[src/design/rtc_pkg.sv]
// Shared constants of the slow-clock and real-time clock block.
// Assumes a 10 MHz system clock and APB register access with 12-bit byte addresses.
package rtc_pkg;
  // Register indices; the byte address is four times the index
  localparam logic [9:0] IDX_SEC = 10'h010;
  localparam logic [9:0] IDX_YEAR = 10'h019;
  localparam logic [9:0] IDX_CTRL_A = 10'h01a;
  localparam logic [9:0] IDX_CTRL_B = 10'h01b;
  localparam logic [9:0] IDX_CTRL_C = 10'h01c;
  localparam logic [9:0] IDX_CTRL_D = 10'h01d;
  localparam logic [9:0] IDX_CAL = 10'h01e;
  localparam logic [9:0] IDX_CLK_STAT = 10'h01f;
  localparam logic [9:0] IDX_DRIVE = 10'h1c0;
  // Slots of the time array, counted from the seconds register
  localparam int SLOT_SEC = 0;
  localparam int SLOT_SEC_ALM = 1;
  localparam int SLOT_MIN = 2;
  localparam int SLOT_MIN_ALM = 3;
  localparam int SLOT_HOUR = 4;
  localparam int SLOT_HOUR_ALM = 5;
  localparam int SLOT_DOW = 6;
  localparam int SLOT_DOM = 7;
  localparam int SLOT_MONTH = 8;
  localparam int SLOT_YEAR = 9;
  localparam int NUM_SLOTS = 10;
  // Field positions
  localparam int A_UIP = 7;
  localparam int B_SET = 7;
  localparam int B_AIE = 5;
  localparam int B_UIE = 4;
  localparam int B_DM = 2;
  localparam int B_24H = 1;
  localparam int C_IRQF = 7;
  localparam int C_AF = 5;
  localparam int C_UF = 4;
  localparam int D_VRT = 7;
  localparam int HOUR_PM = 7;
  localparam int STAT_DIS = 0;
  localparam int STAT_INT = 7;
  localparam int DRV_SLOW = 0;
  localparam int DRV_AUDIO = 2;
  // Reset values: BCD, 24-hour; 00:00:00 Sunday 1 January 2000
  localparam logic [7:0] CTRL_B_RST = 8'h02;
  localparam logic [7:0] DRIVE_RST = 8'h04;
  localparam logic [7:0] CAL_RST = 8'h00;
  localparam logic [7:0] ZERO_RST = 8'h00;
  localparam logic [7:0] ONE_RST = 8'h01;
  // Calendar limits in plain binary
  localparam logic [6:0] SEC_LAST = 7'd59;
  localparam logic [6:0] HR24_LAST = 7'd23;
  localparam logic [6:0] HR12_LAST = 7'd12;
  localparam logic [6:0] HR12_NOON = 7'd11;
  localparam logic [6:0] DOW_LAST = 7'd7;
  localparam logic [6:0] MONTH_LAST = 7'd12;
  localparam logic [6:0] YEAR_LAST = 7'd99;
  localparam logic [6:0] FEB = 7'd2;
  localparam logic [6:0] DAYS_31 = 7'd31;
  localparam logic [6:0] DAYS_30 = 7'd30;
  localparam logic [6:0] DAYS_29 = 7'd29;
  localparam logic [6:0] DAYS_28 = 7'd28;
  // 15-bit divider: 32768 slow cycles make one second
  localparam logic [14:0] DIV_LAST = 15'h7fff;
  // Update-in-progress window: last 8 slow cycles of the second
  localparam logic [11:0] UIP_TOP = 12'hfff;
endpackage

[src/design/rtc_clk_if.sv]
// Carries the slow time base between the oscillator switch, the divider and the core.
// Assumes all three modules run on the same system clock.
`timescale 1ns/100ps
interface rtc_clk_if;
  logic slow_en;      // One-cycle pulse per slow clock rising edge
  logic slow_lvl;     // Selected slow clock level
  logic int_sel;      // Internal oscillator selected
  logic [7:0] cal;    // Divider reload trim
  logic sec_tick;     // One-cycle pulse once per second
  logic near_end;     // Divider is in its last slow cycles
  modport osc (output slow_en, slow_lvl, int_sel);
  modport div (input slow_en, cal, output sec_tick, near_end);
  modport core (input slow_lvl, int_sel, sec_tick, near_end, output cal);
endinterface

[src/design/rtc_osc_switch.sv]
// Glitch-free choice between crystal and internal slow oscillators.
// Assumes both oscillator levels and the crystal-running flag arrive unsynchronised.
`timescale 1ns/100ps
module rtc_osc_switch (
  input wire logic sys_clk_i,        // System clock
  input wire logic nrst_i,           // Backup reset, active low
  input wire logic xtal_clk_i,       // Crystal slow clock level
  input wire logic rc_clk_i,         // Internal oscillator level
  input wire logic xtal_running_i,   // Crystal oscillator is running
  rtc_clk_if.osc clk_if              // Slow time base out
);
  logic [2:0] meta_reg;
  logic [2:0] sync_reg;
  logic sel_int_reg;
  logic lvl_reg;
  logic lvl_prev_reg;
  logic en_reg;
  logic xtal_lo;
  logic rc_lo;

  // Two-flop synchronisers for the three asynchronous inputs
  genvar g;
  generate
    for (g = 0; g < 3; g++) begin : g_sync
      always_ff @(posedge sys_clk_i or negedge nrst_i) begin
        if (!nrst_i) begin
          meta_reg[g] <= 1'b0;
          sync_reg[g] <= 1'b0;
        end else begin
          meta_reg[g] <= (g == 0) ? xtal_clk_i : (g == 1) ? rc_clk_i : xtal_running_i;
          sync_reg[g] <= meta_reg[g];
        end
      end
    end
  endgenerate

  assign xtal_lo = ~sync_reg[0];
  assign rc_lo = ~sync_reg[1];

  // switch only when both low
  // Starts on the internal oscillator since the crystal is not yet proven
  always_ff @(posedge sys_clk_i or negedge nrst_i) begin
    if (!nrst_i) begin
      sel_int_reg <= 1'b1;
    end else if ((sel_int_reg == sync_reg[2]) && xtal_lo && rc_lo) begin
      sel_int_reg <= ~sync_reg[2];
    end
  end

  // Selected level and its rising-edge enable
  always_ff @(posedge sys_clk_i or negedge nrst_i) begin
    if (!nrst_i) begin
      lvl_reg <= 1'b0;
      lvl_prev_reg <= 1'b0;
      en_reg <= 1'b0;
    end else begin
      lvl_reg <= sel_int_reg ? sync_reg[1] : sync_reg[0];
      lvl_prev_reg <= lvl_reg;
      en_reg <= lvl_reg & ~lvl_prev_reg;
    end
  end

  assign clk_if.slow_en = en_reg;
  assign clk_if.slow_lvl = lvl_reg;
  assign clk_if.int_sel = sel_int_reg;
endmodule

[src/design/rtc_sec_divider.sv]
// 15-bit divider turning slow clock edges into a once-per-second pulse.
// Assumes one slow-edge enable pulse per slow cycle from the oscillator switch.
`timescale 1ns/100ps
module rtc_sec_divider (
  input wire logic sys_clk_i,   // System clock
  input wire logic nrst_i,      // Backup reset, active low
  rtc_clk_if.div clk_if         // Slow enable in, second tick out
);
  logic [14:0] cnt_reg;
  logic tick_reg;

  // calibration reload trim
  // Reloading with the trim shortens each second by that many slow cycles
  always_ff @(posedge sys_clk_i or negedge nrst_i) begin
    if (!nrst_i) begin
      cnt_reg <= 15'h0000;
      tick_reg <= 1'b0;
    end else begin
      tick_reg <= 1'b0;
      if (clk_if.slow_en) begin
        if (cnt_reg == rtc_pkg::DIV_LAST) begin
          cnt_reg <= {7'h00, clk_if.cal};
          tick_reg <= 1'b1;
        end else begin
          cnt_reg <= cnt_reg + 15'h0001;
        end
      end
    end
  end

  assign clk_if.sec_tick = tick_reg;
  assign clk_if.near_end = (cnt_reg[14:3] == rtc_pkg::UIP_TOP);
endmodule

[src/design/rtc_core.sv]
// Real-time clock core: APB registers, calendar counting, alarm and clock outputs.
// Assumes an APB master on sys_clk_i and oscillator pins not synchronised to it.
//
// The APB interface to the registers and the placing of the registers are this design's own decisions.
`timescale 1ns/100ps

// Functional notes
// - Fall back to internal oscillator without crystal
// - Switch sources only while both low
// - Status bit shows internal oscillator selected
// - Startup sequencer enables slow clock output
// - Output disable bit resets to zero
// - Two-bit slow clock drive strength
// - Two-bit audio clock drive strength
// - Audio clock only with 3.3 V rail
// - Fifteen-bit divider makes 1 Hz tick
// - Calibration trims the second divider
// - Seven time and calendar counters
// - Alarm registers raise alarm interrupt
// - Binary or BCD eight-bit values
// - Twelve or twenty-four hour format
// - Register B sets format and masks
// - Registers A, C, D report status
// - Reset loads midnight 1 January 2000
// - February has 29 days in leap years
// - Month end rolls to day one
// - Separate mask and flag per interrupt
// - Sixteen bytes of RTC registers
// - Alarm compared once per second
// - Set bit freezes all updates
// - Hour bit seven marks PM
module rtc_core (
  input wire logic sys_clk_i,          // 10 MHz system clock
  input wire logic nrst_i,             // Backup power-on reset, active low
  input wire logic psel,               // APB select
  input wire logic penable,            // APB access phase
  input wire logic pwrite,             // APB write
  input wire logic [11:0] paddr,       // APB byte address
  input wire logic [31:0] pwdata,      // APB write data
  output logic [31:0] prdata,          // APB read data
  output logic pready,                 // APB ready
  output logic pslverr,                // APB error on unmapped address
  input wire logic xtal_clk_i,         // Crystal slow clock level
  input wire logic rc_clk_i,           // Internal oscillator level
  input wire logic xtal_running_i,     // Crystal oscillator running
  input wire logic startup_en_i,       // Startup sequencer output enable
  input wire logic switched_3v3_rail_i, // Switched 3.3 V rail enabled
  output logic slow_clock_out_o,       // Slow clock output pin level
  output logic audio_clock_out_en_o,   // Gate enable for audio clock pin
  output logic [1:0] slow_clock_drive_strength_o,  // Slow pin drive
  output logic [1:0] audio_clock_drive_strength_o, // Audio pin drive
  output logic rtc_irq_o               // Alarm or update interrupt
);
  rtc_clk_if clk_if ();

  logic [7:0] tm_reg [rtc_pkg::NUM_SLOTS];
  logic [7:0] tm_next [rtc_pkg::NUM_SLOTS];
  logic [7:0] ctrl_b_reg;
  logic uip_reg;
  logic af_reg;
  logic uf_reg;
  logic irq_reg;
  logic vrt_reg;
  logic [7:0] cal_reg;
  logic [7:0] drive_reg;
  logic slow_dis_reg;
  logic alarm_chk_reg;
  logic [31:0] rdata_reg;
  logic ready_reg;
  logic err_reg;
  logic [1:0] pin_meta_reg;
  logic [1:0] pin_sync_reg;
  logic slow_out_reg;
  logic audio_en_reg;
  logic setup_ph;
  logic access_ph;
  logic wr_en;
  logic rd_en;
  logic [9:0] idx;
  logic idx_time;
  logic mapped;
  logic bcd;
  logic do_update;
  logic [3:0] slot;

  rtc_osc_switch u_osc (
    .sys_clk_i(sys_clk_i),
    .nrst_i(nrst_i),
    .xtal_clk_i(xtal_clk_i),
    .rc_clk_i(rc_clk_i),
    .xtal_running_i(xtal_running_i),
    .clk_if(clk_if.osc)
  );

  rtc_sec_divider u_div (
    .sys_clk_i(sys_clk_i),
    .nrst_i(nrst_i),
    .clk_if(clk_if.div)
  );

  assign clk_if.cal = cal_reg;

  // Value format helpers; BCD when the format bit is clear
  function automatic logic [7:0] to_fmt(input logic [6:0] b, input logic in_bcd);
    logic [6:0] t;
    logic [6:0] o;
    t = b / 7'd10;
    o = b % 7'd10;
    return in_bcd ? {t[3:0], o[3:0]} : {1'b0, b};
  endfunction

  function automatic logic [6:0] from_fmt(input logic [7:0] v, input logic in_bcd);
    logic [6:0] t;
    t = {3'h0, v[7:4]};
    return in_bcd ? 7'(t * 7'd10 + {3'h0, v[3:0]}) : v[6:0];
  endfunction

  function automatic logic [7:0] inc_fmt(input logic [7:0] v, input logic in_bcd);
    if (in_bcd && (v[3:0] == 4'h9)) begin
      return {4'(v[7:4] + 4'h1), 4'h0};
    end
    return 8'(v + 8'h01);
  endfunction

  assign bcd = ~ctrl_b_reg[rtc_pkg::B_DM];
  assign do_update = clk_if.sec_tick & ~ctrl_b_reg[rtc_pkg::B_SET];

  always_comb begin
    logic c;
    logic pm;
    logic [7:0] hv;
    logic [6:0] dim;
    logic [6:0] mon_b;
    c = 1'b1;
    pm = tm_reg[rtc_pkg::SLOT_HOUR][rtc_pkg::HOUR_PM];
    hv = {1'b0, tm_reg[rtc_pkg::SLOT_HOUR][6:0]};
    dim = rtc_pkg::DAYS_31;
    mon_b = from_fmt(tm_reg[rtc_pkg::SLOT_MONTH], bcd);
    for (int i = 0; i < rtc_pkg::NUM_SLOTS; i++) begin
      tm_next[i] = tm_reg[i];
    end
    if (tm_reg[rtc_pkg::SLOT_SEC] == to_fmt(rtc_pkg::SEC_LAST, bcd)) begin
      tm_next[rtc_pkg::SLOT_SEC] = rtc_pkg::ZERO_RST;
    end else begin
      tm_next[rtc_pkg::SLOT_SEC] = inc_fmt(tm_reg[rtc_pkg::SLOT_SEC], bcd);
      c = 1'b0;
    end
    if (c) begin
      if (tm_reg[rtc_pkg::SLOT_MIN] == to_fmt(rtc_pkg::SEC_LAST, bcd)) begin
        tm_next[rtc_pkg::SLOT_MIN] = rtc_pkg::ZERO_RST;
      end else begin
        tm_next[rtc_pkg::SLOT_MIN] = inc_fmt(tm_reg[rtc_pkg::SLOT_MIN], bcd);
        c = 1'b0;
      end
    end
    if (c) begin
      if (ctrl_b_reg[rtc_pkg::B_24H]) begin
        if (tm_reg[rtc_pkg::SLOT_HOUR] == to_fmt(rtc_pkg::HR24_LAST, bcd)) begin
          tm_next[rtc_pkg::SLOT_HOUR] = rtc_pkg::ZERO_RST;
        end else begin
          tm_next[rtc_pkg::SLOT_HOUR] = inc_fmt(tm_reg[rtc_pkg::SLOT_HOUR], bcd);
          c = 1'b0;
        end
      end else begin
        if (hv == to_fmt(rtc_pkg::HR12_LAST, bcd)) begin
          tm_next[rtc_pkg::SLOT_HOUR] = {pm, 7'(to_fmt(7'd1, bcd))};
          c = 1'b0;
        end else if (hv == to_fmt(rtc_pkg::HR12_NOON, bcd)) begin
          tm_next[rtc_pkg::SLOT_HOUR] = {~pm, 7'(to_fmt(rtc_pkg::HR12_LAST, bcd))};
          c = pm;
        end else begin
          tm_next[rtc_pkg::SLOT_HOUR] = {pm, 7'(inc_fmt(hv, bcd))};
          c = 1'b0;
        end
      end
    end
    // leap February
    // Years 00 to 99 stand for 2000 to 2099, so every fourth year is leap
    if (mon_b == rtc_pkg::FEB) begin
      dim = (from_fmt(tm_reg[rtc_pkg::SLOT_YEAR], bcd) % 7'd4 == 7'd0) ?
            rtc_pkg::DAYS_29 : rtc_pkg::DAYS_28;
    end else if ((mon_b == 7'd4) || (mon_b == 7'd6) || (mon_b == 7'd9) ||
                 (mon_b == 7'd11)) begin
      dim = rtc_pkg::DAYS_30;
    end
    if (c) begin
      if (tm_reg[rtc_pkg::SLOT_DOW] == to_fmt(rtc_pkg::DOW_LAST, bcd)) begin
        tm_next[rtc_pkg::SLOT_DOW] = rtc_pkg::ONE_RST;
      end else begin
        tm_next[rtc_pkg::SLOT_DOW] = inc_fmt(tm_reg[rtc_pkg::SLOT_DOW], bcd);
      end
      if (tm_reg[rtc_pkg::SLOT_DOM] == to_fmt(dim, bcd)) begin
        tm_next[rtc_pkg::SLOT_DOM] = rtc_pkg::ONE_RST;
      end else begin
        tm_next[rtc_pkg::SLOT_DOM] = inc_fmt(tm_reg[rtc_pkg::SLOT_DOM], bcd);
        c = 1'b0;
      end
    end
    if (c) begin
      if (tm_reg[rtc_pkg::SLOT_MONTH] == to_fmt(rtc_pkg::MONTH_LAST, bcd)) begin
        tm_next[rtc_pkg::SLOT_MONTH] = rtc_pkg::ONE_RST;
      end else begin
        tm_next[rtc_pkg::SLOT_MONTH] = inc_fmt(tm_reg[rtc_pkg::SLOT_MONTH], bcd);
        c = 1'b0;
      end
    end
    if (c) begin
      if (tm_reg[rtc_pkg::SLOT_YEAR] == to_fmt(rtc_pkg::YEAR_LAST, bcd)) begin
        tm_next[rtc_pkg::SLOT_YEAR] = rtc_pkg::ZERO_RST;
      end else begin
        tm_next[rtc_pkg::SLOT_YEAR] = inc_fmt(tm_reg[rtc_pkg::SLOT_YEAR], bcd);
      end
    end
  end

  // APB decode; a transfer completes at the first access-phase edge
  assign setup_ph = psel & ~penable;
  assign access_ph = psel & penable & ready_reg;
  assign wr_en = access_ph & pwrite & ~err_reg;
  assign rd_en = access_ph & ~pwrite & ~err_reg;
  assign idx = paddr[11:2];
  assign idx_time = (idx >= rtc_pkg::IDX_SEC) && (idx <= rtc_pkg::IDX_YEAR);
  assign slot = 4'(idx - rtc_pkg::IDX_SEC);
  // sixteen mapped RTC bytes plus drive register
  assign mapped = (paddr[1:0] == 2'b00) &&
                  ((idx >= rtc_pkg::IDX_SEC && idx <= rtc_pkg::IDX_CLK_STAT) ||
                   idx == rtc_pkg::IDX_DRIVE);

  // reset to midnight 1 January 2000
  // Software writes win over a tick landing in the same cycle
  always_ff @(posedge sys_clk_i or negedge nrst_i) begin
    if (!nrst_i) begin
      for (int i = 0; i < rtc_pkg::NUM_SLOTS; i++) begin
        tm_reg[i] <= ((i == rtc_pkg::SLOT_DOW) || (i == rtc_pkg::SLOT_DOM) ||
                      (i == rtc_pkg::SLOT_MONTH)) ? rtc_pkg::ONE_RST : rtc_pkg::ZERO_RST;
      end
    end else if (wr_en && idx_time) begin
      tm_reg[slot] <= pwdata[7:0];
    end else if (do_update) begin
      tm_reg <= tm_next;
    end
  end

  always_ff @(posedge sys_clk_i or negedge nrst_i) begin
    if (!nrst_i) begin
      ctrl_b_reg <= rtc_pkg::CTRL_B_RST;
      cal_reg <= rtc_pkg::CAL_RST;
      drive_reg <= rtc_pkg::DRIVE_RST;
      slow_dis_reg <= 1'b0;
    end else if (wr_en) begin
      if (idx == rtc_pkg::IDX_CTRL_B) begin
        ctrl_b_reg <= pwdata[7:0];
      end
      if (idx == rtc_pkg::IDX_CAL) begin
        cal_reg <= pwdata[7:0];
      end
      if (idx == rtc_pkg::IDX_DRIVE) begin
        drive_reg <= pwdata[7:0];
      end
      if (idx == rtc_pkg::IDX_CLK_STAT) begin
        slow_dis_reg <= pwdata[rtc_pkg::STAT_DIS];
      end
    end
  end

  // alarm compare after each update
  // Comparing a cycle later sees the freshly advanced time
  always_ff @(posedge sys_clk_i or negedge nrst_i) begin
    if (!nrst_i) begin
      alarm_chk_reg <= 1'b0;
    end else begin
      alarm_chk_reg <= do_update;
    end
  end

  // status reported in C
  // Reading C clears the flags, but an event in the same cycle still sets them
  always_ff @(posedge sys_clk_i or negedge nrst_i) begin
    if (!nrst_i) begin
      af_reg <= 1'b0;
      uf_reg <= 1'b0;
    end else begin
      if (alarm_chk_reg &&
          tm_reg[rtc_pkg::SLOT_SEC] == tm_reg[rtc_pkg::SLOT_SEC_ALM] &&
          tm_reg[rtc_pkg::SLOT_MIN] == tm_reg[rtc_pkg::SLOT_MIN_ALM] &&
          tm_reg[rtc_pkg::SLOT_HOUR] == tm_reg[rtc_pkg::SLOT_HOUR_ALM]) begin
        af_reg <= 1'b1;
      end else if (rd_en && idx == rtc_pkg::IDX_CTRL_C) begin
        af_reg <= 1'b0;
      end
      if (alarm_chk_reg) begin
        uf_reg <= 1'b1;
      end else if (rd_en && idx == rtc_pkg::IDX_CTRL_C) begin
        uf_reg <= 1'b0;
      end
    end
  end

  always_ff @(posedge sys_clk_i or negedge nrst_i) begin
    if (!nrst_i) begin
      irq_reg <= 1'b0;
    end else begin
      irq_reg <= (af_reg & ctrl_b_reg[rtc_pkg::B_AIE]) |
                 (uf_reg & ctrl_b_reg[rtc_pkg::B_UIE]);
    end
  end

  // update-in-progress and valid time
  // Valid time is raised once software leaves set mode after initialising
  always_ff @(posedge sys_clk_i or negedge nrst_i) begin
    if (!nrst_i) begin
      uip_reg <= 1'b0;
      vrt_reg <= 1'b0;
    end else begin
      uip_reg <= clk_if.near_end & ~ctrl_b_reg[rtc_pkg::B_SET];
      if (wr_en && idx == rtc_pkg::IDX_CTRL_B && ctrl_b_reg[rtc_pkg::B_SET] &&
          !pwdata[rtc_pkg::B_SET]) begin
        vrt_reg <= 1'b1;
      end
    end
  end

  // APB answer registered in the setup cycle so outputs come from flops
  always_ff @(posedge sys_clk_i or negedge nrst_i) begin
    if (!nrst_i) begin
      rdata_reg <= 32'h0000_0000;
      ready_reg <= 1'b0;
      err_reg <= 1'b0;
    end else if (setup_ph) begin
      ready_reg <= 1'b1;
      err_reg <= ~mapped;
      rdata_reg <= 32'h0000_0000;
      if (mapped && !pwrite) begin
        if (idx_time) begin
          rdata_reg[7:0] <= tm_reg[slot];
        end
        case (idx)
          rtc_pkg::IDX_CTRL_A: rdata_reg[rtc_pkg::A_UIP] <= uip_reg;
          rtc_pkg::IDX_CTRL_B: rdata_reg[7:0] <= ctrl_b_reg;
          rtc_pkg::IDX_CTRL_C: begin
            rdata_reg[rtc_pkg::C_IRQF] <= irq_reg;
            rdata_reg[rtc_pkg::C_AF] <= af_reg;
            rdata_reg[rtc_pkg::C_UF] <= uf_reg;
          end
          rtc_pkg::IDX_CTRL_D: rdata_reg[rtc_pkg::D_VRT] <= vrt_reg;
          rtc_pkg::IDX_CAL: rdata_reg[7:0] <= cal_reg;
          rtc_pkg::IDX_DRIVE: rdata_reg[7:0] <= drive_reg;
          rtc_pkg::IDX_CLK_STAT: begin
            rdata_reg[rtc_pkg::STAT_DIS] <= slow_dis_reg;
            rdata_reg[rtc_pkg::STAT_INT] <= clk_if.int_sel;
          end
          default: ;
        endcase
      end
    end else begin
      ready_reg <= 1'b0;
      err_reg <= 1'b0;
    end
  end

  // Two-flop synchronisers for the startup enable and rail pins
  always_ff @(posedge sys_clk_i or negedge nrst_i) begin
    if (!nrst_i) begin
      pin_meta_reg <= 2'b00;
      pin_sync_reg <= 2'b00;
    end else begin
      pin_meta_reg <= {switched_3v3_rail_i, startup_en_i};
      pin_sync_reg <= pin_meta_reg;
    end
  end

  always_ff @(posedge sys_clk_i or negedge nrst_i) begin
    if (!nrst_i) begin
      slow_out_reg <= 1'b0;
      audio_en_reg <= 1'b0;
    end else begin
      slow_out_reg <= clk_if.slow_lvl & pin_sync_reg[0] & ~slow_dis_reg;
      audio_en_reg <= pin_sync_reg[1];
    end
  end

  assign prdata = rdata_reg;
  assign pready = ready_reg;
  assign pslverr = err_reg;
  assign slow_clock_out_o = slow_out_reg;
  assign audio_clock_out_en_o = audio_en_reg;
  assign slow_clock_drive_strength_o = drive_reg[rtc_pkg::DRV_SLOW +: 2];
  assign audio_clock_drive_strength_o = drive_reg[rtc_pkg::DRV_AUDIO +: 2];
  assign rtc_irq_o = irq_reg;
endmodule

[config.mk]
export PLATFORM = sky130hd
export DESIGN_NAME = rtc_core
export DESIGN_NICKNAME = d
export VERILOG_FILES = /design/src/design/rtc_pkg.sv /design/src/design/rtc_clk_if.sv /design/src/design/rtc_osc_switch.sv /design/src/design/rtc_sec_divider.sv /design/src/design/rtc_core.sv
export SDC_FILE = /design/constraint.sdc
export NUM_CORES = 1
export LEC_CHECK = 0
export ABC_CLOCK_PERIOD_IN_PS = 7450
export BUFFER_PORTS_ARGS = -buffer_cell sky130_fd_sc_hd__buf_2
export CORE_MARGIN = 4
export CORE_UTILIZATION = 35
export DETAILED_ROUTE_END_ITERATION = 7
export GPL_ROUTABILITY_DRIVEN = 0
export SLEW_MARGIN = 20
export SYNTH_ARGS = -nofsm -noshare
export SYNTH_HDL_FRONTEND = slang
export SYNTH_HIERARCHICAL = 1
export SYNTH_SLANG_ARGS = --single-unit
[constraint.sdc]
create_clock -name sys_clk_i -period 7.45 [get_ports sys_clk_i]
set_input_delay 0.745 -clock sys_clk_i [delete_from_list [all_inputs] [get_ports sys_clk_i]]
set_output_delay 0.745 -clock sys_clk_i [all_outputs]
set_load 0.005 [all_outputs]
==> results.py, run 1 <==
metrics = {
    "drt": {
        "dr.first_iter.drc_count": 725,
        "drc": 0,
        "routed_wl_um": 29400,
        "vias_per_cell": 5.76,
        "wl_per_cell_um": 20.0,
        "vias": 8474,
        "antenna_left": 0,
        "firstDrtPassIters": 7,
    },
    "setup_path": {
        "worstSetupEndpointType": "flop",
        "cp.required_ns": 7.82,
        "crit_type": "reg -> reg",
        "arrival_ns": 4.73,
        "startpoint_type": "flop",
        "critPathMaxFanout": 15,
    },
    "synthesis": {
        "synth_most_common_cell": "dfrtp_1",
        "synthDominantCellAreaShare": 0.362,
        "ys_top_cells_by_count": "dfrtp_1, nand2_1, o21ai_0, nand3_1, nor2_1",
        "yosys_warnings": 6,
        "async_reset_ff_frac": 1.00,
        "ys_types": 93,
        "synth_area_leaders": "dfrtp_1, mux2_2, mux4_2, ha_1, nand2_1",
        "syn_avg_cell_area_um2": 9.45,
        "ys_ff_latch": 153,
        "synth_edf_count": 0,
        "synth_flop_cell": "dfrtp_1",
        "synth_seq_area_share": 0.377,
        "netlist_area_mm2": 0.0102,
        "synth_area_leader_cell": "dfrtp_1",
        "postSynthCellCount": 1076,
    },
    "clock_tree": {
        "cts-resized-gates": 0,
        "cts_sinks": 153,
        "tritoncts": "built",
        "cts_root_buf": "clkbuf_16",
        "clk_latency_ns": 0.45,
        "cts_buffers": 17,
        "cts_setup_buffers": 0,
        "cts_max_level": 4,
        "clkTransAtPathRegs_ns": 0.06,
        "hold_buffers": 0,
        "ctsLongestPathBuffers": 2,
    },
    "die": {
        "core_area_mm2": 0.0287,
        "start_util": 0.354,
        "fp.dieH_um": 178,
        "io_pins": 95,
        "die_x_um": 178,
        "dieArea_mm2": 0.0319,
        "rows": 62,
    },
    "sta": {
        "whs_ns": 0.350,
        "skew_ns": 0.0175,
        "rsz0062_at_grt": "false",
        "timing.final.ws_setup_ns": 3.08,
        "setup_tns_ns": 0,
        "period_minus_slack_ns": 4.37,
        "drv_slew": 0,
        "period_share": 0.586,
        "worst-slew-pin-transition_ns": 0.998,
        "fmax_ghz": 0.229,
        "slew_headroom": 0.329,
        "setup_viol": 0,
        "hold_violations": 0,
    },
    "layout": {
        "fillers": 2884,
        "largest_reg_flops": 56,
        "multi_input_area_mm2": 0.00579,
        "fin_nets": 1159,
        "drive_gt1_frac": 0.172,
        "area.sequential_mm2": 0.00384,
        "antennaDiodeCount": 0,
        "fin_util": 0.389,
        "area_growth_pct": 9.73,
    },
    "placed_design": {
        "port_buffers": 46,
        "dp_hpwl_um": 20400,
        "post-place-ws_ns": 3.12,
    },
    "pwr": {
        "peakVddDrop_v": 0.000160,
        "leakagePower_nw": 4.92,
        "power.density_mw_per_mm2": 175,
        "power.total_mw": 1.95,
    },
    "global_route": {
        "grt_pass1_wl_um": 45700,
        "grt_start_max_net_pins": 102,
        "grt_overflow": 0,
        "grt_pass1_vias": 7918,
        "antenna_found_initial": 0,
        "grt_usage": 0.185,
    },
    "job": {
        "cap_violations": 0,
    },
    "status": {
        "outcome": "finished clean",
    },
    "worst_hold_path": {
        "hold_class": "reg -> reg",
    },
}
## final cells by class
cell class | instances | share of cell area
multi-input combinational | 812 | 0.519
sequential | 153 | 0.344
tap | 384 | 0.0430
clock buffer | 22 | 0.0407
timing repair buffer | 54 | 0.0266
clock inverter | 10 | 0.0150
inverter | 36 | 0.0121
## path summary, 6_finish.rpt
check                           startpoint                   end  slack [ns]  depth (start not counted)
max                             tm_reg[13]            tm_reg[11]        3.08                         12
min                        pin_sync_reg[1]  audio_clock_out_en_o        0.35                          0
max reg2reg                     tm_reg[13]            tm_reg[11]        3.08                         12
min reg2reg                pin_sync_reg[1]  audio_clock_out_en_o        0.35                          0
max in group asynchronous           nrst_i           tm_next[38]        5.74                          2
min in group asynchronous           nrst_i      u_div/cnt_reg[8]        0.40                          1
## power by group
group          switching [mW]  leakage [nW]  internal (mW)  total, mW
sequential             0.0271          1.98          0.856      0.883
combinational          0.0878          2.64         0.0472      0.135
clock                   0.360         0.299          0.572      0.932
## logic make-up (layout without fill, tap and decap cells)
kind of cell / after synthesis / after routing / share of synthesized area
mux: 77 / 77 / 0.105
fa+ha+maj: 31 / 31 / 0.0396
other cells: 1 / 24 / 0.000369
flops: 153 / 153 / 0.377
xor+xnor: 45 / 45 / 0.0395
buf+inv: 134 / 122 / 0.0631
compound gates: 235 / 235 / 0.155
simple gates: 400 / 400 / 0.220
## routing by layer
layer,vias up,GRT usage,part of all wire
met5,-,0,0
met4,0,0.0524,0.018
met3,32,0.0390,0.057
met2,270,0.284,0.45
met1,4237,0.265,0.47
li1,3935,-,-
## stage by stage
| stage | std cells | area [µm²] |
|---|---|---|
| 2_1_floorplan | 1099 | 10300 |
| 3_3_place_gp | 1439 | 10500 |
| 3_5_place_dp | 1439 | 10500 |
| 4_1_cts | 1471 | 11200 |
| 5_1_grt | 1471 | 11200 |
| 6_report | 1471 | 11200 |
## placed cells by master (no fill, tap or decap), types with 13 or more instances in the layout
| cell type | n |
|---|---|
| a21oi_1 | 50 |
| a221o_1 | 13 |
| a22oi_1 | 18 |
| and3_1 | 15 |
| buf_2 | 45 |
| clkbuf_16 | 17 |
| conb_1 | 24 |
| dfrtp_1 | 147 |
| ha_1 | 29 |
| inv_1 | 35 |
| mux2_2 | 46 |
| mux4_2 | 17 |
| nand2_1 | 96 |
| nand2b_1 | 14 |
| nand3_1 | 58 |
| nand4_1 | 20 |
| nor2_1 | 56 |
| nor3_1 | 27 |
| o21ai_0 | 61 |
| or4_1 | 13 |
| xnor2_1 | 19 |
| xor2_1 | 25 |
## critical path, stage by stage (launching register included)
cell and delay (ns):
dfrtp_1 0.54, ha_1 0.36, ha_1 0.13, inv_1 0.04
fa_1 0.59, or4b_1 0.46, o311a_1 0.12, a221oi_1 0.38
o32ai_1 0.20, xnor2_2 0.40, nand4_2 0.40, or4_1 0.58
nand3_1 0.09
(Power assumes the default switching activity.)
==> inputs of run 2 (changes only) <==
--- a/config.mk
+++ b/config.mk
@@ -5,7 +5,7 @@
 export SDC_FILE = /design/constraint.sdc
 export NUM_CORES = 1
 export LEC_CHECK = 0
-export ABC_CLOCK_PERIOD_IN_PS = 7450
+export ABC_CLOCK_PERIOD_IN_PS = 4100
 export BUFFER_PORTS_ARGS = -buffer_cell sky130_fd_sc_hd__buf_2
 export CORE_MARGIN = 4
 export CORE_UTILIZATION = 35
==> constraint.sdc (replaced) <==
create_clock -name sys_clk_i -period 4.1 [get_ports sys_clk_i]
set_input_delay 0.41 -clock sys_clk_i [delete_from_list [all_inputs] [get_ports sys_clk_i]]
set_output_delay 0.41 -clock sys_clk_i [all_outputs]
set_load 0.005 [all_outputs]
==> results.py, run 2 (synthesis gave the netlist of run 1 again) <==
metrics = {
    "sta": {
        "hold_violations": 0,
        "worst-slew-pin-transition_ns": 1.16,
        "slew_headroom": 0.222,
        "skew_ns": 0.0151,
        "setup_tns_ns": 0,
        "period_minus_slack_ns": 3.80,
        "drv_slew": 0,
        "fmax_ghz": 0.263,
        "setup_viol": 0,
        "timing.final.ws_setup_ns": 0.297,
        "rsz0062_at_grt": "false",
        "whs_ns": 0.0431,
        "period_share": 0.928,
    },
    "drt": {
        "wl_per_cell_um": 20.0,
        "dr.first_iter.drc_count": 945,
        "vias_per_cell": 5.78,
        "routed_wl_um": 30000,
        "vias": 8665,
        "drc": 0,
        "antenna_left": 0,
        "firstDrtPassIters": 5,
    },
    "global_route": {
        "grt_pass1_vias": 8024,
        "grt_usage": 0.189,
        "grt_start_max_net_pins": 99,
        "grt_pass1_wl_um": 46900,
        "grt_overflow": 0,
        "antenna_found_initial": 1,
    },
    "pwr": {
        "p_clk_frac": 0.461,
        "power.density_mw_per_mm2": 303,
        "leakagePower_nw": 5.04,
        "p_int_mw": 2.51,
        "p_seq_frac": 0.467,
        "p_sw_frac": 0.269,
        "pwr-share-comb": 0.073,
        "power_switching_mw": 0.923,
        "peakVddDrop_v": 0.000223,
    },
    "layout": {
        "fin_nets": 1188,
        "final_common_cell": "dfrtp_1",
        "antennaDiodeCount": 0,
        "final_area_mm2": 0.0114,
        "area_growth_pct": 11.6,
        "drive_gt1_frac": 0.196,
        "layout_common_cells": "dfrtp_1, nand2_1, o21ai_0, nand3_1, nor2_1",
        "fin_util": 0.396,
        "largest_reg_flops": 56,
    },
    "clock_tree": {
        "hold_buffers": 0,
        "tritoncts": "built",
        "clk_latency_ns": 0.44,
        "cts_max_level": 4,
        "ctsLongestPathBuffers": 2,
        "cts_sinks": 153,
        "clkTransAtPathRegs_ns": 0.08,
        "cts_root_buf": "clkbuf_16",
        "cts_buffers": 17,
    },
    "setup_path": {
        "arrival_ns": 4.17,
        "cp_slowest_stage_delay_ns": 0.56,
        "worstPathCellList": "ha_1, ha_1, inv_1, fa_1, or4b_1, o311a_1, a221oi_2, o21ai_0, mux2i_4, nand4_4, or4_1, nand3_1",
        "crit_top_cell": "ha_1",
        "cp-endpoint": "tm_reg[11]",
        "worst-r2r-setup-slack_ns": 0.30,
        "crit_start": "tm_reg[13]",
        "r2r-end": "tm_reg[11]",
        "worstSetupEndpointType": "flop",
        "r2r-start": "tm_reg[13]",
        "critPathMaxFanout": 12,
        "startpoint_type": "flop",
        "cp.required_ns": 4.46,
        "reg2reg_depth": 12,
        "crit_type": "reg -> reg",
        "crit_slowest_cell": "fa_1",
    },
    "placed_design": {
        "port_buffers": 46,
        "post-place-ws_ns": 0.0906,
        "dp_hpwl_um": 21100,
        "dpl_cell_area_mm2": 0.0107,
    },
    "die": {
        "rows": 62,
        "die_x_um": 178,
        "io_pins": 95,
        "core_area_mm2": 0.0287,
        "dieArea_mm2": 0.0319,
        "fp.dieH_um": 178,
        "start_util": 0.354,
    },
    "job": {
        "cap_violations": 0,
    },
    "worst_hold_path": {
        "hold_class": "in -> async",
    },
    "status": {
        "outcome": "finished clean",
    },
}
==> run 2: changes by cell type in the layout (fill, tap and decap cells not counted), sizes merged <==
| cell | before | now |
|---|---|---|
| clkbuf | 22 | 19 |
| clkinv | 3 | 1 |
| inv | 38 | 43 |
| clkinvlp | 1 | 4 |
| bufinv | 4 | 1 |
| buf | 54 | 83 |
==> run 2: power by group through the flow <==
stage	clock, mW	sequential [mW]	combinational (mW)
final	1.58	1.60	0.250
after global routing	1.68	1.61	0.278
after CTS	1.61	1.60	0.251
after detailed placement	0	1.63	0.251
after global placement	0	1.63	0.248
after floorplan	0	1.61	0.175
==> run 2: what timing repair did <==
item,in CTS,in global routing
resized for setup,0,2
endpoints found under the setup margin,0,8
setup buffers,0,3
==> run 2: layout make-up <==
class	count	area [µm²]
clock inverters	13	133
clock buffers	19	443
well taps	384	480
multi-input cells	812	5800
fillers	2891	17300
repair buffers	83	527
inverters	36	135
flip-flops and latches	153	3840
==> run 2: metal layers <==
layer / vias up / global-route usage / part of all wire
met5: - / 0 / 0
met4: 0 / 0.0537 / 0.021
met3: 54 / 0.0331 / 0.068
met2: 347 / 0.286 / 0.46
met1: 4285 / 0.277 / 0.45
li1: 3979 / - / -
==> run 2: worst min path at each step <==
stage	startpoint	to	cells past startpoint
global placement	pin_meta_reg[1]	pin_sync_reg[1]	0
detailed placement	pin_meta_reg[0]	pin_sync_reg[0]	0
floorplan	nrst_i	af_reg	0
global route	rc_clk_i	u_osc/meta_reg[1]	1
CTS	xtal_running_i	u_osc/meta_reg[2]	1
finish	nrst_i	u_div/cnt_reg[11]	1
==> run 2: per-stage QoR <==
stage,total power [mW],instances
6_report,3.44,1500
2_1_floorplan,1.79,1099
3_3_place_gp,1.88,1465
4_1_cts,3.47,1497
5_1_grt,3.56,1500
3_5_place_dp,1.88,1465
==> run 2: worst max-delay path, delay by kind of cell, from the launching register on <==
| kind | cells | cell delay, ns |
|---|---|---|
| and+or+nand+nor | 4 | 1.29 |
| adders and majority gates | 3 | 0.99 |
| AOI/OAI and AO/OA | 3 | 0.67 |
| DFF | 1 | 0.38 |
| muxes | 1 | 0.36 |
| buffers and inverters | 1 | 0.05 |
==> inputs of run 3 (changes only) <==
--- a/config.mk
+++ b/config.mk
@@ -11,6 +11,7 @@
 export CORE_UTILIZATION = 35
 export DETAILED_ROUTE_END_ITERATION = 7
 export GPL_ROUTABILITY_DRIVEN = 0
+export PLACE_DENSITY_LB_ADDON = 0.1
 export SLEW_MARGIN = 20
 export SYNTH_ARGS = -nofsm -noshare
 export SYNTH_HDL_FRONTEND = slang
==> constraint.sdc (replaced) <==
create_clock -name sys_clk_i -period 4.1 [get_ports sys_clk_i]
set_input_delay 0.41 -clock sys_clk_i [delete_from_list [all_inputs] [get_ports sys_clk_i]]
set_output_delay 0.41 -clock sys_clk_i [all_outputs]
set_load 0.05 [all_outputs]
==> results.py, run 3 (synthesis gave the netlist of run 1 again) <==
metrics = {
    "status": {
        "outcome": "finished, violations left",
        "violations": "negative hold slack",
    },
    "layout": {
        "area.sequential_mm2": 0.00384,
        "area_growth_pct": 12.4,
        "drive_gt1_frac": 0.197,
        "largest_reg_flops": 56,
        "antennaDiodeCount": 0,
        "fin_nets": 1189,
        "multi_input_area_mm2": 0.00580,
        "final_common_cell": "dfrtp_1",
        "fillers": 2856,
        "final_area_mm2": 0.0114,
        "layout_common_cells": "dfrtp_1, nand2_1, o21ai_0, nand3_1, nor2_1",
    },
    "sta": {
        "fmax_ghz": 0.263,
        "drv_slew": 0,
        "rsz0062_at_grt": "false",
        "period_share": 0.926,
        "setup_tns_ns": 0,
        "worst-slew-pin-transition_ns": 0.902,
        "setup_viol": 0,
        "hold_violations": 9,
        "period_minus_slack_ns": 3.80,
        "whs_ns": -0.0104,
        "slew_headroom": 0.394,
        "skew_ns": 0.0117,
    },
    "setup_path": {
        "crit_start": "tm_reg[13]",
        "worst-r2r-setup-slack_ns": 0.30,
        "r2r-end": "tm_reg[11]",
        "arrival_ns": 4.16,
        "cp-endpoint": "tm_reg[11]",
        "worstSetupEndpointType": "flop",
        "cp.required_ns": 4.46,
        "startpoint_type": "flop",
        "r2r-start": "tm_reg[13]",
        "crit_type": "reg -> reg",
        "critPathMaxFanout": 10,
        "reg2reg_depth": 13,
    },
    "pwr": {
        "p_clk_frac": 0.483,
        "leakagePower_nw": 5.09,
        "power.total_mw": 3.70,
        "power.density_mw_per_mm2": 324,
        "p_sw_frac": 0.272,
        "power_switching_mw": 1.01,
        "p_seq_frac": 0.434,
        "pwr-share-comb": 0.084,
        "p_int_mw": 2.69,
        "peakVddDrop_v": 0.000250,
    },
    "die": {
        "rows": 62,
        "io_pins": 95,
        "core_area_mm2": 0.0287,
        "fp.dieH_um": 178,
        "start_util": 0.354,
        "dieArea_mm2": 0.0319,
        "die_x_um": 178,
    },
    "global_route": {
        "grt_usage": 0.207,
        "grt_start_max_net_pins": 88,
        "antenna_found_initial": 0,
        "grt_pass1_wl_um": 50600,
        "grt_pass1_vias": 8210,
        "grt_overflow": 0,
    },
    "drt": {
        "vias_per_cell": 5.78,
        "wl_per_cell_um": 21.6,
        "dr.first_iter.drc_count": 945,
        "routed_wl_um": 32500,
        "antenna_left": 0,
        "vias": 8672,
        "drc": 0,
        "firstDrtPassIters": 5,
    },
    "clock_tree": {
        "cts_setup_buffers": 0,
        "ctsLongestPathBuffers": 2,
        "tritoncts": "built",
        "cts-resized-gates": 0,
        "hold_buffers": 0,
        "clkTransAtPathRegs_ns": 0.07,
        "clk_latency_ns": 0.43,
        "cts_root_buf": "clkbuf_16",
        "cts_buffers": 17,
        "cts_sinks": 153,
        "cts_max_level": 4,
    },
    "placed_design": {
        "dp_hpwl_um": 22900,
        "dpl_cell_area_mm2": 0.0108,
        "port_buffers": 46,
    },
    "worst_hold_path": {
        "hold_class": "in -> async",
    },
    "job": {
        "cap_violations": 0,
    },
}
[run 3: cell count changes in the layout (fill, tap and decap cells not counted), moves of 2 or more]
cell        delta
bufinv_16      +3
clkinvlp_4     -4
inv_6          -2
inv_8          +4
[run 3: final cells by class]
| cell class | instances | share of cell area |
|---|---|---|
| flip-flops and latches | 153 | 0.336 |
| well taps | 384 | 0.0420 |
| repair buffers | 84 | 0.0467 |
| clock buffers | 17 | 0.0372 |
| clock inverters | 15 | 0.0197 |
| inverters | 36 | 0.0118 |
| multi-input cells | 812 | 0.507 |
[run 3: critical path: stages, from the launching register on]
cell and delay [ns]:
dfrtp_1 0.39, ha_1 0.29, ha_1 0.14, inv_1 0.05, fa_1 0.49, or4b_1 0.43, o311a_1 0.12, a221oi_1 0.31
buf_4 0.17, o21ai_1 0.10, mux2i_4 0.32, nand4_2 0.29, or4_1 0.54, nand3_1 0.09
[run 3: layer usage]
layer	vias up	track usage	wire length, µm
met5	-	0	0
met4	0	0.0569	641
met2	320	0.306	14400
met3	41	0.0341	2040
li1	3991	-	-
met1	4320	0.314	15400
[run 3: worst min-delay path by stage]
stage,startpoint,end,depth (start not counted)
after global placement,u_osc/meta_reg[0],u_osc/sync_reg[0],0
after global routing,nrst_i,tm_reg[15],1
final,nrst_i,tm_reg[14],1
after detailed placement,pin_sync_reg[1],audio_clock_out_en_o,0
after CTS,nrst_i,tm_reg[14],1
after floorplan,nrst_i,af_reg,0
[run 3: power groups by stage]
| stage | Combinational [mW] | Clock, mW | Sequential, mW |
|---|---|---|---|
| detailed placement | 0.311 | 0 | 1.63 |
| finish | 0.309 | 1.79 | 1.61 |
| CTS | 0.311 | 1.83 | 1.60 |
| global route | 0.339 | 1.90 | 1.61 |
| floorplan | 0.219 | 0 | 1.62 |
| global placement | 0.310 | 0 | 1.63 |
[run 3: through the flow]
step / util / std cells / setup slack, ns
6_report: 0.398 / 1501 / 0.304
5_1_grt: 0.398 / 1501 / 0.0638
4_1_cts: 0.398 / 1501 / 0.209
3_5_place_dp: 0.376 / 1469 / 0.247
3_3_place_gp: 0.376 / 1469 / 0.278
2_1_floorplan: - / 1099 / 0.410
